==> src/inc/sbc_pkg.sv <==
//------------------------------------------------------------
// Purpose: shared types and constants for skip/branch control
// Assumes: one core clock, program counter counts in words
// Notes:   flag positions follow the processor flag register layout
//------------------------------------------------------------
package sbc_pkg;

  localparam int PC_W  = 16;
  localparam int OFS_W = 7;

  // flag register bit positions
  localparam logic [2:0] FLAG_CARRY_POS = 3'h0;
  localparam logic [2:0] FLAG_ZERO_POS  = 3'h1;

  // program counter steps in words
  localparam logic [1:0] STEP_NEXT       = 2'h1;
  localparam logic [1:0] STEP_SKIP_SHORT = 2'h2;
  localparam logic [1:0] STEP_SKIP_LONG  = 2'h3;

  // execution time in core cycles
  localparam logic [1:0] CYC_UNTAKEN      = 2'h1;
  localparam logic [1:0] CYC_BRANCH_TAKEN = 2'h2;
  localparam logic [1:0] CYC_SKIP_SHORT   = 2'h2;
  localparam logic [1:0] CYC_SKIP_LONG    = 2'h3;

  typedef enum logic [3:0] {
    OP_SKIP_IF_REG_BIT_LOW      = 4'h0,
    OP_SKIP_IF_REG_BIT_HIGH     = 4'h1,
    OP_SKIP_IF_PORT_BIT_LOW     = 4'h2,
    OP_SKIP_IF_PORT_BIT_HIGH    = 4'h3,
    OP_BRANCH_ON_FLAG_HIGH      = 4'h4,
    OP_BRANCH_ON_FLAG_LOW       = 4'h5,
    OP_BRANCH_ON_EQUAL          = 4'h6,
    OP_BRANCH_ON_UNEQUAL        = 4'h7,
    OP_BRANCH_ON_BORROW_HIGH    = 4'h8,
    OP_BRANCH_ON_BORROW_LOW     = 4'h9,
    OP_BRANCH_UNSIGNED_NOT_LOWER = 4'hA
  } sbc_op_type;

  typedef struct packed {
    logic [3:0]       op;
    logic [7:0]       reg_val;
    logic [7:0]       port_val;
    logic [2:0]       bit_sel;
    logic [7:0]       flags;
    logic [OFS_W-1:0] offset;
    logic [PC_W-1:0]  pc;
    logic             next_long;
  } sbc_req_type;

  typedef struct packed {
    logic [PC_W-1:0] pc_next;
    logic            taken;
    logic [1:0]      cycles;
    logic            bad_op;
  } sbc_res_type;

endpackage : sbc_pkg

==> src/sbc_cond_eval.sv <==
//------------------------------------------------------------
// Purpose: condition test for skip and branch operations
// Assumes: request fields stable while evaluated
// Notes:   purely combinational
//------------------------------------------------------------
module sbc_cond_eval
  import sbc_pkg::*;
(
  // request
  input  sbc_req_type req,
  // verdict
  output logic        taken,
  output logic        is_skip,
  output logic        legal
);

  wire reg_bit   = req.reg_val[req.bit_sel];
  wire port_bit  = req.port_val[req.bit_sel];
  wire flag_bit  = req.flags[req.bit_sel];
  wire zero_bit  = req.flags[FLAG_ZERO_POS];
  wire carry_bit = req.flags[FLAG_CARRY_POS];

  always_comb begin
    taken   = 1'b0;
    is_skip = 1'b0;
    legal   = 1'b1;
    case (req.op)
      OP_SKIP_IF_REG_BIT_LOW: begin
        taken   = ~reg_bit;
        is_skip = 1'b1;
      end
      OP_SKIP_IF_REG_BIT_HIGH: begin
        taken   = reg_bit;
        is_skip = 1'b1;
      end
      OP_SKIP_IF_PORT_BIT_LOW: begin
        taken   = ~port_bit;
        is_skip = 1'b1;
      end
      OP_SKIP_IF_PORT_BIT_HIGH: begin
        taken   = port_bit;
        is_skip = 1'b1;
      end
      OP_BRANCH_ON_FLAG_HIGH:       taken = flag_bit;
      OP_BRANCH_ON_FLAG_LOW:        taken = ~flag_bit;
      OP_BRANCH_ON_EQUAL:           taken = zero_bit;
      OP_BRANCH_ON_UNEQUAL:         taken = ~zero_bit;
      OP_BRANCH_ON_BORROW_HIGH:     taken = carry_bit;
      OP_BRANCH_ON_BORROW_LOW:      taken = ~carry_bit;
      OP_BRANCH_UNSIGNED_NOT_LOWER: taken = ~carry_bit;
      default:                      legal = 1'b0;
    endcase
  end

endmodule : sbc_cond_eval

==> src/sbc_core.sv <==
//------------------------------------------------------------
// Purpose: skip and conditional branch control of the core
// Assumes: requests come from decode logic on clk_sys
// Notes:   bit_sel doubles as the flag index for flag branches
//------------------------------------------------------------
module sbc_core
  import sbc_pkg::*;
(
  // clock and reset
  input  wire logic  clk_sys,
  input  wire logic  rst_b,
  // request from decode
  input  wire logic  req_valid,
  input  sbc_req_type req,
  // result to fetch
  output logic        busy_q,
  output logic        done_q,
  output sbc_res_type res_q,
  output logic        flag_wr_q
);

  //------------------------------------------------------------
  // arithmetic
  //------------------------------------------------------------
  function automatic logic [PC_W-1:0] pc_step(input logic [PC_W-1:0] pc, input logic [1:0] step);
    pc_step = pc + PC_W'(step);
  endfunction : pc_step

  function automatic logic [PC_W-1:0] pc_rel(input logic [PC_W-1:0] pc, input logic [OFS_W-1:0] ofs);
    pc_rel = pc + {{(PC_W-OFS_W){ofs[OFS_W-1]}}, ofs} + PC_W'(1);
  endfunction : pc_rel

  //------------------------------------------------------------
  // decode
  //------------------------------------------------------------
  typedef enum logic {
    S_IDLE = 1'b0,
    S_WAIT = 1'b1
  } sbc_state_type;

  sbc_state_type   state_q;
  sbc_state_type   state_d;
  logic [1:0]      cnt_q;
  logic            taken;
  logic            is_skip;
  logic            legal;

  sbc_cond_eval u_eval (
    .req     (req),
    .taken   (taken),
    .is_skip (is_skip),
    .legal   (legal)
  );

  wire             accept      = req_valid && (state_q == S_IDLE);
  wire             go          = taken && legal;
  wire [1:0]       skip_step   = req.next_long ? STEP_SKIP_LONG : STEP_SKIP_SHORT;
  wire [1:0]       skip_cyc    = req.next_long ? CYC_SKIP_LONG : CYC_SKIP_SHORT;
  wire [PC_W-1:0]  skip_pc     = pc_step(req.pc, skip_step);
  wire [PC_W-1:0]  branch_pc   = pc_rel(req.pc, req.offset);
  wire [PC_W-1:0]  seq_pc      = pc_step(req.pc, STEP_NEXT);
  wire [PC_W-1:0]  target_pc   = !go ? seq_pc : (is_skip ? skip_pc : branch_pc);
  wire [1:0]       cycles      = !go ? CYC_UNTAKEN : (is_skip ? skip_cyc : CYC_BRANCH_TAKEN);
  wire             finish_now  = (state_q == S_IDLE) ? (accept && cycles == CYC_UNTAKEN)
                                                     : (cnt_q == 2'h1);

  always_comb begin
    state_d = state_q;
    unique case (state_q)
      S_IDLE: if (accept && cycles != CYC_UNTAKEN) state_d = S_WAIT;
      S_WAIT: if (cnt_q == 2'h1) state_d = S_IDLE;
    endcase
  end

  //------------------------------------------------------------
  // sequencing
  //------------------------------------------------------------
  always_ff @(posedge clk_sys or negedge rst_b) begin
    if (!rst_b) begin
      state_q <= S_IDLE;
      cnt_q   <= 2'h0;
      busy_q  <= 1'b0;
      done_q  <= 1'b0;
    end else begin
      state_q <= state_d;
      cnt_q   <= accept ? cycles - 2'h1 : (cnt_q != 2'h0 ? cnt_q - 2'h1 : 2'h0);
      busy_q  <= (state_d == S_WAIT);
      done_q  <= finish_now;
    end
  end

  always_ff @(posedge clk_sys or negedge rst_b) begin
    if (!rst_b) begin
      res_q     <= '0;
      flag_wr_q <= 1'b0;
    end else begin
      flag_wr_q <= 1'b0;
      if (accept) res_q <= '{pc_next: target_pc, taken: go, cycles: cycles, bad_op: !legal};
    end
  end

  wire           acc_reg_low  = accept && req.op == OP_SKIP_IF_REG_BIT_LOW;
  wire           acc_reg_high = accept && req.op == OP_SKIP_IF_REG_BIT_HIGH;
  wire           acc_prt_low  = accept && req.op == OP_SKIP_IF_PORT_BIT_LOW;
  wire           acc_prt_high = accept && req.op == OP_SKIP_IF_PORT_BIT_HIGH;
  wire [PC_W-1:0] exp_skip    = req.pc + (req.next_long ? PC_W'(3) : PC_W'(2));
  wire [PC_W-1:0] exp_rel     = req.pc + {{(PC_W-OFS_W){req.offset[OFS_W-1]}}, req.offset} + PC_W'(1);
endmodule : sbc_core
==> config.mk <==
export PLATFORM = sky130hd
export DESIGN_NAME = sbc_core
export DESIGN_NICKNAME = d
export VERILOG_FILES = /design/src/inc/sbc_pkg.sv /design/src/sbc_cond_eval.sv /design/src/sbc_core.sv
export SDC_FILE = /design/constraint.sdc
export NUM_CORES = 1
export LEC_CHECK = 0
export BUFFER_PORTS_ARGS = -buffer_cell sky130_fd_sc_hd__buf_2
export CAP_MARGIN = 40
export CORE_UTILIZATION = 40
export CTS_CLUSTER_DIAMETER = 150
export CTS_CLUSTER_SIZE = 28
export DETAILED_ROUTE_END_ITERATION = 7
export PLACE_DENSITY = 0.65
export REMOVE_ABC_BUFFERS = 1
export SETUP_SLACK_MARGIN = 0.2
export SLEW_MARGIN = 25
export SYNTH_ARGS = -nofsm -noshare
export SYNTH_HDL_FRONTEND = slang
export SYNTH_SLANG_ARGS = --single-unit
==> constraint.sdc <==
create_clock -name clk_sys -period 1.5 [get_ports clk_sys]
set_input_delay 0.3 -clock clk_sys [delete_from_list [all_inputs] [get_ports clk_sys]]
set_output_delay 0.3 -clock clk_sys [all_outputs]
set_load 0.1 [all_outputs]
# After elaboration in Yosys (flattened, before gate mapping)

Cells that the tools add are included.

Register bits after elaboration: 24
Bits of input ports: 58
Output and inout port bits: 23
Word-level logic and storage cells: 63

$add $sub $neg: 6
Magnitude comparators: 1
Eq/ne operators: 13
Multiplexer cells: 20
Bitwise operators: 6
Reduce and logical (&&, ||, !) cells: 10

Operator list:

| operator                | count |
|---|---|
| $add A16 B1 Y16 const B | 2 |
| $mux W16                | 2 |
| $add A16 B16 Y16        | 1 |
| $add A16 B2 Y16         | 1 |
| $eq A4 B3 Y1 const B    | 4 |
| $eq A4 B4 Y1 const B    | 3 |
| $reduce_or A11 Y1       | 1 |
| $mux W1                 | 10 |
| $pmux W1 S10            | 1 |
| $bmux W1 S3             | 3 |
| $eq A4 B2 Y1 const B    | 2 |
| $mux W2                 | 3 |
| $not A1 Y1              | 6 |
| $eq A2 B1 Y1 const B    | 2 |
| $eq A4 B1 Y1 const B    | 1 |
| $logic_and A1 B1 Y1     | 4 |
| $logic_not A4 Y1        | 1 |
| $lt A3 B4 Y1 const B    | 1 |
| $reduce_or A4 Y1        | 1 |
| $sub A2 B1 Y2 const B   | 2 |
| $ne A2 B1 Y1 const B    | 1 |
| $pmux W1 S2             | 1 |
| $reduce_bool A2 Y1      | 1 |
| $reduce_or A2 Y1        | 1 |
| $logic_not A1 Y1        | 1 |

# Depth between registers and ports, before layout

Gate-level depths: netlist of run 1.

Depth in word-level cells: 10
Mapped depth: 12
Gate-level depth less buffers: 12

# By module

From an unflattened synthesis of run 1, not the netlist that was laid out.

Cells, all modules: 350
Area, all modules: 2763.9 µm²

Modules (own cells, without submodules):

| module        | instances | cells each | area an instance (µm²) | seq. area each (µm²) |
|---|---|---|---|---|
| sbc_core      | 1         | 311        | 2404.8                 | 575.6 |
| sbc_cond_eval | 1         | 39         | 359.1                  | 0.0 |

# Worst setup path before layout of run 1

OpenSTA, ideal clock, no wires.

Path kind: input -> register
From: input req[1] in the netlist's numbering
To: register res_q[18] in the netlist's numbering
Setup time: 0.126 ns
Data arrival time: 2.397 ns
Data required time: 1.374 ns
Setup slack: -1.023 ns
Stages on the path: 12
Path buffers: 0
Cell sequence: inv_1 -> ha_1 -> inv_1 -> fa_1 -> a21oi_1 -> o21ai_0 -> a311o_1 -> a311oi_1 -> o21ai_0 -> xor2_1 -> nand2_1 -> a21oi_1

Longest elaborated chain between the ends: 4
Elaborated cells on any way between the ends: 6
Classes of those cells: add/sub (4); mux (2)

RTL lines:

| element                | line           | text |
|---|---|---|
| start: declaration     | sbc_core.sv:14 | `input sbc_req_type req,` |
| $add A16 B16 Y16       | -              |  |
| $add A16 B1 Y16        | -              |  |
| $mux W16               | sbc_core.sv:62 | `wire [PC_W-1:0] target_pc = !go ? seq_pc : (is_skip ? skip_pc : branch_pc);` |
| $mux W16 *             | sbc_core.sv:62 |  |
| end signal: assignment | sbc_core.sv:98 | `if (accept) res_q <= '{pc_next: target_pc, taken: go, cycles: cycles, bad_op: !legal};` |
| end: declaration       | sbc_core.sv:18 | `output sbc_res_type res_q,` |

Every way passes the cells marked *; elsewhere a longest branch is shown, timed or not.
A chain may end at the register's enable or synchronous reset.

# Worst setup path after layout of run 1

From: input req[5] in the netlist's numbering
To: register res_q[19] in the netlist's numbering

The elaborated chain is that of the path after synthesis.

==> results of run 1 <==
==> routing by layer <==
| metal | share of wire | vias up |
|---|---|---|
| met3 | 0.038 | 24 |
| li1 | - | 1603 |
| met4 | 0.025 | 0 |
| met5 | 0 | - |
| met2 | 0.52 | 93 |
| met1 | 0.42 | 1538 |
==> final cells by class <==
cell class,instances,share of cell area
clock buffers,3,0.00897
clock inverters,1,0.00109
inverters,13,0.0106
multi-input cells,283,0.506
flip-flops and latches,23,0.125
well taps,77,0.0209
repair buffers,197,0.328
==> through the flow <==
stage / instances / utilization
final: 597 / 0.717
after floorplan: 319 / -
after global routing: 597 / 0.717
after detailed placement: 571 / 0.595
after global placement: 571 / 0.595
after CTS: 589 / 0.685
==> what timing repair did <==
| action | CTS | global route |
|---|---|---|
| pin swaps | 31 | 21 |
| endpoints found under the setup margin | 44 | 24 |
| cloned | 1 | 0 |
| endpoints found under the hold margin | 0 | 0 |
| resized for setup | 103 | 30 |
| buffers inserted | 13 | 8 |
==> worst max path at each step <==
stage               startpoint                    end  cells after the start
floorplan               req[1]  res_q[18]$_DFFE_PN0P_                     12
global placement        req[1]  res_q[18]$_DFFE_PN0P_                     13
detailed placement      req[1]  res_q[18]$_DFFE_PN0P_                     13
CTS                     req[5]  res_q[19]$_DFFE_PN0P_                     11
global route            req[5]  res_q[19]$_DFFE_PN0P_                     11
finish                  req[5]  res_q[19]$_DFFE_PN0P_                     11
==> flip-flops by register name, summed over array words and instances, names as in the netlist <==
name and flops:
done_q 1, state_q 1, cnt_q 2, res_q 19
==> synth_stat cells (all sizes together), types with 4 or more instances <==
| library cell | n | area [um^2] |
|---|---|---|
| a21oi | 21 | 105 |
| buf | 6 | 46.3 |
| clkbuf | 13 | 48.8 |
| dfrtp | 23 | 576 |
| ha | 18 | 225 |
| inv | 13 | 48.8 |
| mux2i | 7 | 70.1 |
| mux4 | 6 | 135 |
| nand2 | 39 | 146 |
| nand3 | 14 | 82.6 |
| nor2 | 31 | 116 |
| nor3 | 4 | 20.0 |
| o211ai | 8 | 60.1 |
| o21ai | 33 | 169 |
| o22ai | 4 | 31.3 |
| or2 | 4 | 25.0 |
| xnor2 | 12 | 105 |
| xor2 | 19 | 166 |
==> where the power goes <==
| group | total [W] | internal, W | switching, W |
|---|---|---|---|
| registers | 0.00105 | 0.000889 | 0.000157 |
| logic | 0.00463 | 0.00144 | 0.00319 |
| clock network | 0.000436 | 0.000187 | 0.000249 |
==> cells by family after synthesis <==
group	count (synthesis)	share of synthesized area
AO/OA/AOI/OAI	97	0.231
XOR/XNOR	31	0.100
adder cells (fa/ha/maj)	19	0.0907
buffers and inverters	32	0.0532
flip-flops	23	0.213
multiplexers	15	0.0842
other	1	0.00139
AND/OR/NAND/NOR	120	0.226
==> run metrics, run 1 <==
run status finished with violations; failing checks DRC, setup timing; Placer Congestion a little under 0.9; Layout area overhead 70.2%; Place WS -1.47 ns; Initial Util 0.421; largest net degree at the start of global routing 25; Final Setup Violations 22; vias 3258; Die X approximately 84 um; hpwl dp 6530 um; most frequent cells in the layout buf_4, buf_2, nand2_1, nor2_1, dfrtp_1; global routing usage on met1 0.318; predominant post-synthesis flop cell dfrtp_1; CP startpoint kind primary input; CP max FO 3; Tmin final 2.26 ns; CTS max path bufs 2; Mapped Avg Cell Area 8.00 um^2; Post-Synthesis Cells 338; Netlist Area Pre-Place 2700 um^2; flop-to-flop setup slack -0.03 ns; Pins Over Slew Limit 0; Leak between 2 and 2.5 nW; busiest grt layer met2; WS Path Type in2reg; WP buf/inv 3; number of synthesized flops with an enable pin 0; met2 usage 0.488; top cell family by delay on the critical path compound AO/OA/AOI/OAI gates; Max-slew headroom 0.590; DR WL/cell 16.1 um; synth warn 0; asr flop ratio synth 1.00; Critical Path, Cell by Cell buf_8 > ha_4 > buf_6 > a21o_1 > or4_4 > o22ai_4 > o41ai_4 > a311oi_2 > buf_4 > a211oi_2 > o32a_1; max-cap viol count 0; setup ws final -0.755 ns; Fmax about 0.44 GHz; first-pass GRT wire length 15000 um; Worst path max stage delay approximately 0.43 ns; Clock Latency Late Sink approximately 0.28 ns; CP required 1.67 ns; Worst EP arrival 2.42 ns; M3 GR Usage 0.0354; leading cell type in the layout, fill and taps excluded buf_4; setup TNS -13.33 ns; IO Pins 81; full die area 7090 um^2; drt drc 10; core area around 6400 um^2; Clock transition at path regs 0.10 ns; Yosys reg bits 23; Critical R2R Launch state_q$_DFF_PN0_; CTS tree built; root buf cell clkbuf_8; PD cells 1330 nW/um^2; number of global-route vias before repair 3245; Yosys cell types 64; IO buf count 79; # fillers 480; CTS buffer count 3; clk_skew around 0.0017 ns; worst r2r path cells 5; Die H around 84 um; routed vias/inst 5.46; Routed WL approximately 9600 um; peak supply drop 819 uV; RSZ-0062 raised after global routing true; fin area 4600 um^2; fin nets 598; Seq/Total Area, Yosys 0.213; diode count 0; Max H-tree Level 1; CP endpoint kind flip-flop; Total Routing Usage GR 0.264; area post-placement between 3000 and 4000 um^2; Slowest cell on crit path or4_4; hold_ws 0.0206 ns; # rows 29; Remaining Overflow, GRT 0; register area around 580 um^2; initial antenna violation count 0; starting DRC count in detailed routing roughly 160; worst min-delay path category in2async; fraction of layout cells with a size suffix above 1 0.515; clk sinks 23; CTS Hold Bufs 0; Hold Vio Cnt, Final 0; post-route ant nets 0; worst r2r dst res_q[19]$_DFFE_PN0P_; first-pass iteration count of the detailed router 7; Power Total about 0.006 W; Tcrit/Tclk final 1.50; Least-Margin Pin Slew 0.614 ns; multi-input logic area about 2300 um^2
(Power assumes the default switching activity.)
==> run 2: changes to the inputs <==
--- a/config.mk
+++ b/config.mk
@@ -5,13 +5,13 @@
 export SDC_FILE = /design/constraint.sdc
 export NUM_CORES = 1
 export LEC_CHECK = 0
-export BUFFER_PORTS_ARGS = -buffer_cell sky130_fd_sc_hd__buf_2
 export CAP_MARGIN = 40
-export CORE_UTILIZATION = 40
+export CORE_UTILIZATION = 45
 export CTS_CLUSTER_DIAMETER = 150
 export CTS_CLUSTER_SIZE = 28
 export DETAILED_ROUTE_END_ITERATION = 7
-export PLACE_DENSITY = 0.65
+export DONT_BUFFER_PORTS = 1
+export PLACE_DENSITY = 0.6
 export REMOVE_ABC_BUFFERS = 1
 export SETUP_SLACK_MARGIN = 0.2
 export SLEW_MARGIN = 25
==> constraint.sdc (replaced) <==
create_clock -name clk_sys -period 1.5 [get_ports clk_sys]
set_input_delay 0.075 -clock clk_sys [delete_from_list [all_inputs] [get_ports clk_sys]]
set_output_delay 0.075 -clock clk_sys [all_outputs]
set_load 0.1 [all_outputs]
==> run 2 against run 1 <==
  * The run ends with setup timing left
  * Sequential cell count is the same
  * First-iteration DRC count shrank 31%
  * Register-to-register slack gained 0.02 ns
  * Core utilization shrank 7.2 points
  * Sequential power is essentially flat
  * Combinational power shrank 15%
  * Total power shrank 11%
  * Global-route usage shrank 2.1 points
  * Worst hold slack lost 0.016 ns
  * Critical path depth shrank 2
  * Clock power shrank 1%
  * Routed wire length shrank 23%
  * Critical path type unchanged
==> run metrics, run 2 (synthesis results as in run 1) <==
Die X 79.5 um; worst r2r dst res_q[19]$_DFFE_PN0P_; initial antenna violation count 0; full die area 6320 um^2; P_int 0.00215 W; WS Path Type in2reg; Remaining Overflow, GRT 0; hpwl dp 5700 um; first-pass iteration count of the detailed router 4; fraction of layout cells with a size suffix above 1 0.320; Top reg by flops res_q; top cell family by delay on the critical path multiplexers; diode count 0; CP dominant cell by count o22ai_2; Tmin final approximately 1.8 ns; RSZ-0062 raised after global routing true; worst min-delay path category in2reg; run status finished with violations; WP buf/inv 1; core area 5640 um^2; vias 2754; multi-input logic area between 2000 and 2500 um^2; post-route ant nets 0; failing checks setup timing; CP startpoint kind primary input; register area 577 um^2; worst r2r path cells 6; CP required 1.67 ns; IO Pins 81; clk sinks 23; max reg flops 19; Clock transition at path regs 0.10 ns; Largest regs res_q: 19 flops, cnt_q: 2 flops; Critical R2R Launch state_q$_DFF_PN0_; Total Routing Usage GR 0.242; leading cell type in the layout, fill and taps excluded buf_4; # rows 27; clk_skew around 0.0053 ns; most frequent cells in the layout buf_4, nand2_1, nor2_1, dfrtp_1, o21ai_1; # fillers 499; CP max FO 7; drt drc 0; Fmax 0.544 GHz; Worst path max stage delay 0.50 ns; max-cap viol count 0; DR WL/cell roughly 15 um; Max H-tree Level 1; hold depth 2; Seq pwr share 0.194; Placer Congestion 0.968; Core Util, Final 0.644; start point of the worst hold path req[52]; Clock Latency Late Sink 0.28 ns; Final Setup Violations 22; fin nets 488; Sw Share 0.603; first-pass GRT wire length around 12000 um; Routed WL 7420 um; Die H 79.5 um; CTS tree built; setup ws final -0.337 ns; Comb pwr share 0.727; Hold Crit Endpoint res_q[0]$_DFFE_PN0P_; PD cells 1490 nW/um^2; routed vias/inst 5.71; starting DRC count in detailed routing 107; Leak between 1.5 and 2 nW; largest net degree at the start of global routing 24; Layout area overhead 34.4%; CTS max path bufs 2; Initial Util 0.479; root buf cell clkbuf_8; IO buf count 0; NetSw 0.00327 W; Slowest cell on crit path mux4_2; Clock power frac 0.079; Worst EP arrival 2.01 ns; CP endpoint kind flip-flop; peak supply drop around 1200 uV; Tcrit/Tclk final 1.22; number of global-route vias before repair 2532; CTS buffer count 3; Critical Path, Cell by Cell mux4_2 > a22oi_2 > nand4b_1 > o22ai_2 > nand3_4 > buf_4 > mux2_4 > o22ai_2 > o21ai_1; Pins Over Slew Limit 0; Hold Vio Cnt, Final 0; flop-to-flop setup slack -0.01 ns; Place WS -1.03 ns
run 2: stage by stage:
stage	TNS [ns]	total power [W]	hold slack, ns	area, um^2	cells
after floorplan	-12.23	0.00391	-0.221	2610	319
after global placement	-12.57	0.00482	-0.219	3300	469
after detailed placement	-13.14	0.00485	-0.219	3300	469
after CTS	-5.27	0.00542	0.00457	3580	480
after global routing	-7.86	0.00568	0.0198	3630	482
final	-4.94	0.00543	0.00451	3630	482
run 2: worst max path at each step:
stage                        from                    end  slack (ns)  cells after the start
after global routing      req[32]     cnt_q[0]$_DFF_PN0_       -0.46                      9
after floorplan            req[1]  res_q[18]$_DFFE_PN0P_       -0.80                     12
after CTS                 req[32]  res_q[17]$_DFFE_PN0P_       -0.35                      8
after detailed placement   req[1]  res_q[16]$_DFFE_PN0P_       -1.03                     12
final                     req[32]  res_q[12]$_DFFE_PN0P_       -0.34                      9
after global placement     req[5]  res_q[16]$_DFFE_PN0P_       -0.98                      9
run 2: final cells by class:
class                   count  area share
flip-flops and latches     23       0.159
repair buffers             87       0.194
clock inverters             1     0.00138
inverters                  13      0.0189
multi-input cells         283       0.590
clock buffers               3      0.0114
well taps                  72      0.0248
run 2: worst register-to-register path: stages, from the launching register on:
cell,delay [ns]
dfrtp_1,0.42
nor2b_1,0.14
buf_4,0.18
o21ai_0,0.09
a31oi_1,0.18
a211oi_1,0.10
o32a_1,0.29
run 2: power by group through the flow:
stage,clock (W),combinational (W),sequential (W)
4_1_cts,0.000434,0.00392,0.00106
5_1_grt,0.000455,0.00414,0.00109
2_1_floorplan,0,0.000846,0.00307
3_3_place_gp,0,0.00375,0.00107
3_5_place_dp,0,0.00377,0.00108
6_report,0.000431,0.00394,0.00105
run 2: timing repair:
action / in CTS / in global routing
hold buffers: 5 / 0
gates resized for setup: 37 / 10
endpoints found under the hold margin: 26 / 0
pin swaps: 17 / 9
setup endpoints to repair: 22 / 22
setup buffers: 2 / 2
run 2: per-layer routing:
layer | global-route usage | share of wire
met4 | 0.0727 | 0.012
met2 | 0.400 | 0.48
met3 | 0.0309 | 0.048
met5 | 0 | 0
met1 | 0.327 | 0.46
==> run 3: changes to the inputs <==
--- a/config.mk
+++ b/config.mk
@@ -18,3 +18,4 @@
 export SYNTH_ARGS = -nofsm -noshare
 export SYNTH_HDL_FRONTEND = slang
 export SYNTH_SLANG_ARGS = --single-unit
+export TNS_END_PERCENT = 10
==> run 3 against run 2 <==
  * Total power rose by 0.17%
  * The run still ends with setup timing left
  * Clock-buffer cell count stayed put
  * Setup slack worse by 0.13 ns
  * Clock power is essentially flat
  * Final area up 0.52%
  * Non-clock buffer count shrank 1
  * Final cell count is 0.21% lower
  * Fmax fell by 6.8%
  * Clock skew barely moved
  * Register-to-register slack got worse by 0.03 ns
==> run metrics, run 3 (synthesis results as in run 1) <==
Initial Util 0.479; RSZ-0062 raised after global routing true; DR WL/cell 15.5 um; global routing usage on met1 0.328; Top reg by flops res_q; hpwl dp 5700 um; Hold Vio Cnt, Final 0; Critical Path, Cell by Cell ha_4 > buf_4 > a21o_1 > or4_4 > o22ai_4 > o41ai_4 > a311oi_2 > a211oi_2 > o32a_1; Clock Latency Late Sink ~0.28 ns; CP max FO 5; CP required about 1.7 ns; final std cells w/o fill a little under 500; initial antenna violation count 0; Remaining Overflow, GRT 0; peak supply drop between 1000 and 1500 uV; CTS max path bufs 2; Worst path max stage delay 0.43 ns; leading cell type in the layout, fill and taps excluded buf_4; Worst EP arrival 2.14 ns; post-route ant nets 0; Clock power frac 0.079; busiest grt layer met2; Tmin final just under 2 ns; first-pass iteration count of the detailed router 5; Max H-tree Level 1; Core Util, Final 0.648; number of global-route vias before repair around 2.5k; Die X 79.5 um; IO Pins 81; Leak 1.57 nW; fraction of layout cells with a size suffix above 1 0.323; Routed WL 7460 um; max reg flops 19; Layout area overhead 35.1%; Tcrit/Tclk final 1.31; Final Setup Violations 22; failing checks setup timing; setup TNS -4.56 ns; P_int roughly 0.0021 W; full die area 6320 um^2; # rows 27; CP startpoint kind primary input; CTS tree built; worst r2r path cells 6; Total Routing Usage GR 0.240; clk_skew 0.00521 ns; Largest regs res_q: 19 flops, cnt_q: 2 flops; Die H roughly 80 um; M3 GR Usage 0.0274; PD cells 1490 nW/um^2; IO buf count 0; CTS buffer count 3; setup ws final -0.470 ns; Least-Margin Pin Slew roughly 0.52 ns; routed vias/inst around 5.7; WS Path Type in2reg; hold depth 2; Sw Share 0.605; vias 2720; first-pass GRT wire length roughly 12000 um; diode count 0; Clock transition at path regs 0.09 ns; Slowest cell on crit path or4_4; # placed instances 469; core area 5640 um^2; Place WS -1.03 ns; drt drc 0; fin nets between 400 and 500; Placer Congestion 0.968; Max-slew headroom 0.655; most frequent cells in the layout buf_4, nand2_1, nor2_1, dfrtp_1, o21ai_1; Comb pwr share 0.727; starting DRC count in detailed routing 87; CP endpoint kind flip-flop; run status finished with violations; Fmax 0.508 GHz; largest net degree at the start of global routing 24; Seq pwr share 0.194; met2 usage 0.397; root buf cell clkbuf_8; worst min-delay path category in2reg; Pins Over Slew Limit 0; NetSw 0.00329 W; clk sinks 23; max-cap viol count 0
-- run 3: power groups by stage --
| stage | Combinational [W] | Clock, W | Sequential [W] |
|---|---|---|---|
| global route | 0.00415 | 0.000455 | 0.00109 |
| detailed placement | 0.00377 | 0 | 0.00108 |
| global placement | 0.00375 | 0 | 0.00107 |
| CTS | 0.00386 | 0.000434 | 0.00106 |
| floorplan | 0.000846 | 0 | 0.00307 |
| finish | 0.00395 | 0.000430 | 0.00105 |
-- run 3: through the flow --
step / hold slack, ns / total power, W / instance area, um^2
2_1_floorplan: -0.221 / 0.00391 / 2610
3_3_place_gp: -0.219 / 0.00482 / 3300
3_5_place_dp: -0.219 / 0.00485 / 3300
4_1_cts: 0.0109 / 0.00536 / 3490
5_1_grt: 0.0281 / 0.00569 / 3650
6_report: 0.00534 / 0.00544 / 3650
-- run 3: path summary, 6_finish.rpt --
kind	slack (ns)	endpoint	from
worst max-delay path	-0.47	res_q[19]$_DFFE_PN0P_	req[5]
worst min-delay path	0.005	res_q[0]$_DFFE_PN0P_	req[52]
worst max register to register	-0.04	res_q[19]$_DFFE_PN0P_	state_q$_DFF_PN0_
worst min register to register	0.50	res_q[8]$_DFFE_PN0P_	res_q[8]$_DFFE_PN0P_
max in group asynchronous	1.10	res_q[3]$_DFFE_PN0P_	rst_b
min in group asynchronous	0.23	res_q[5]$_DFFE_PN0P_	rst_b
-- run 3: area by class of cell --
type | count | area, um^2
Multi-Input combinational cell | 283 | 2180
Fill cell | 505 | 1990
Timing Repair Buffer | 86 | 691
Sequential cell | 23 | 577
Tap cell | 72 | 90.1
Inverter | 13 | 73.8
Clock buffer | 3 | 41.3
Clock inverter | 1 | 5.00
-- run 3: what timing repair did --
action / CTS / global route
hold endpoints to repair: 27 / 0
buffers inserted: 0 / 2
hold buffers: 6 / 0
endpoints found under the setup margin: 22 / 22
gates resized for setup: 17 / 34
pin swaps: 6 / 14
-- run 3: critical path, delay by kind of cell --
family | cells | cell delay [ns]
simple gates | 1 | 0.43
fa+ha+maj | 1 | 0.23
compound gates | 6 | 1.26
buf+inv | 1 | 0.14
-- run 3: layer usage --
metal | part of all wire | vias up | routed length, um
li1 | - | 1375 | -
met4 | 0.012 | 0 | 87
met2 | 0.48 | 56 | 3610
met1 | 0.46 | 1282 | 3410
met3 | 0.048 | 7 | 359
met5 | 0 | - | 0
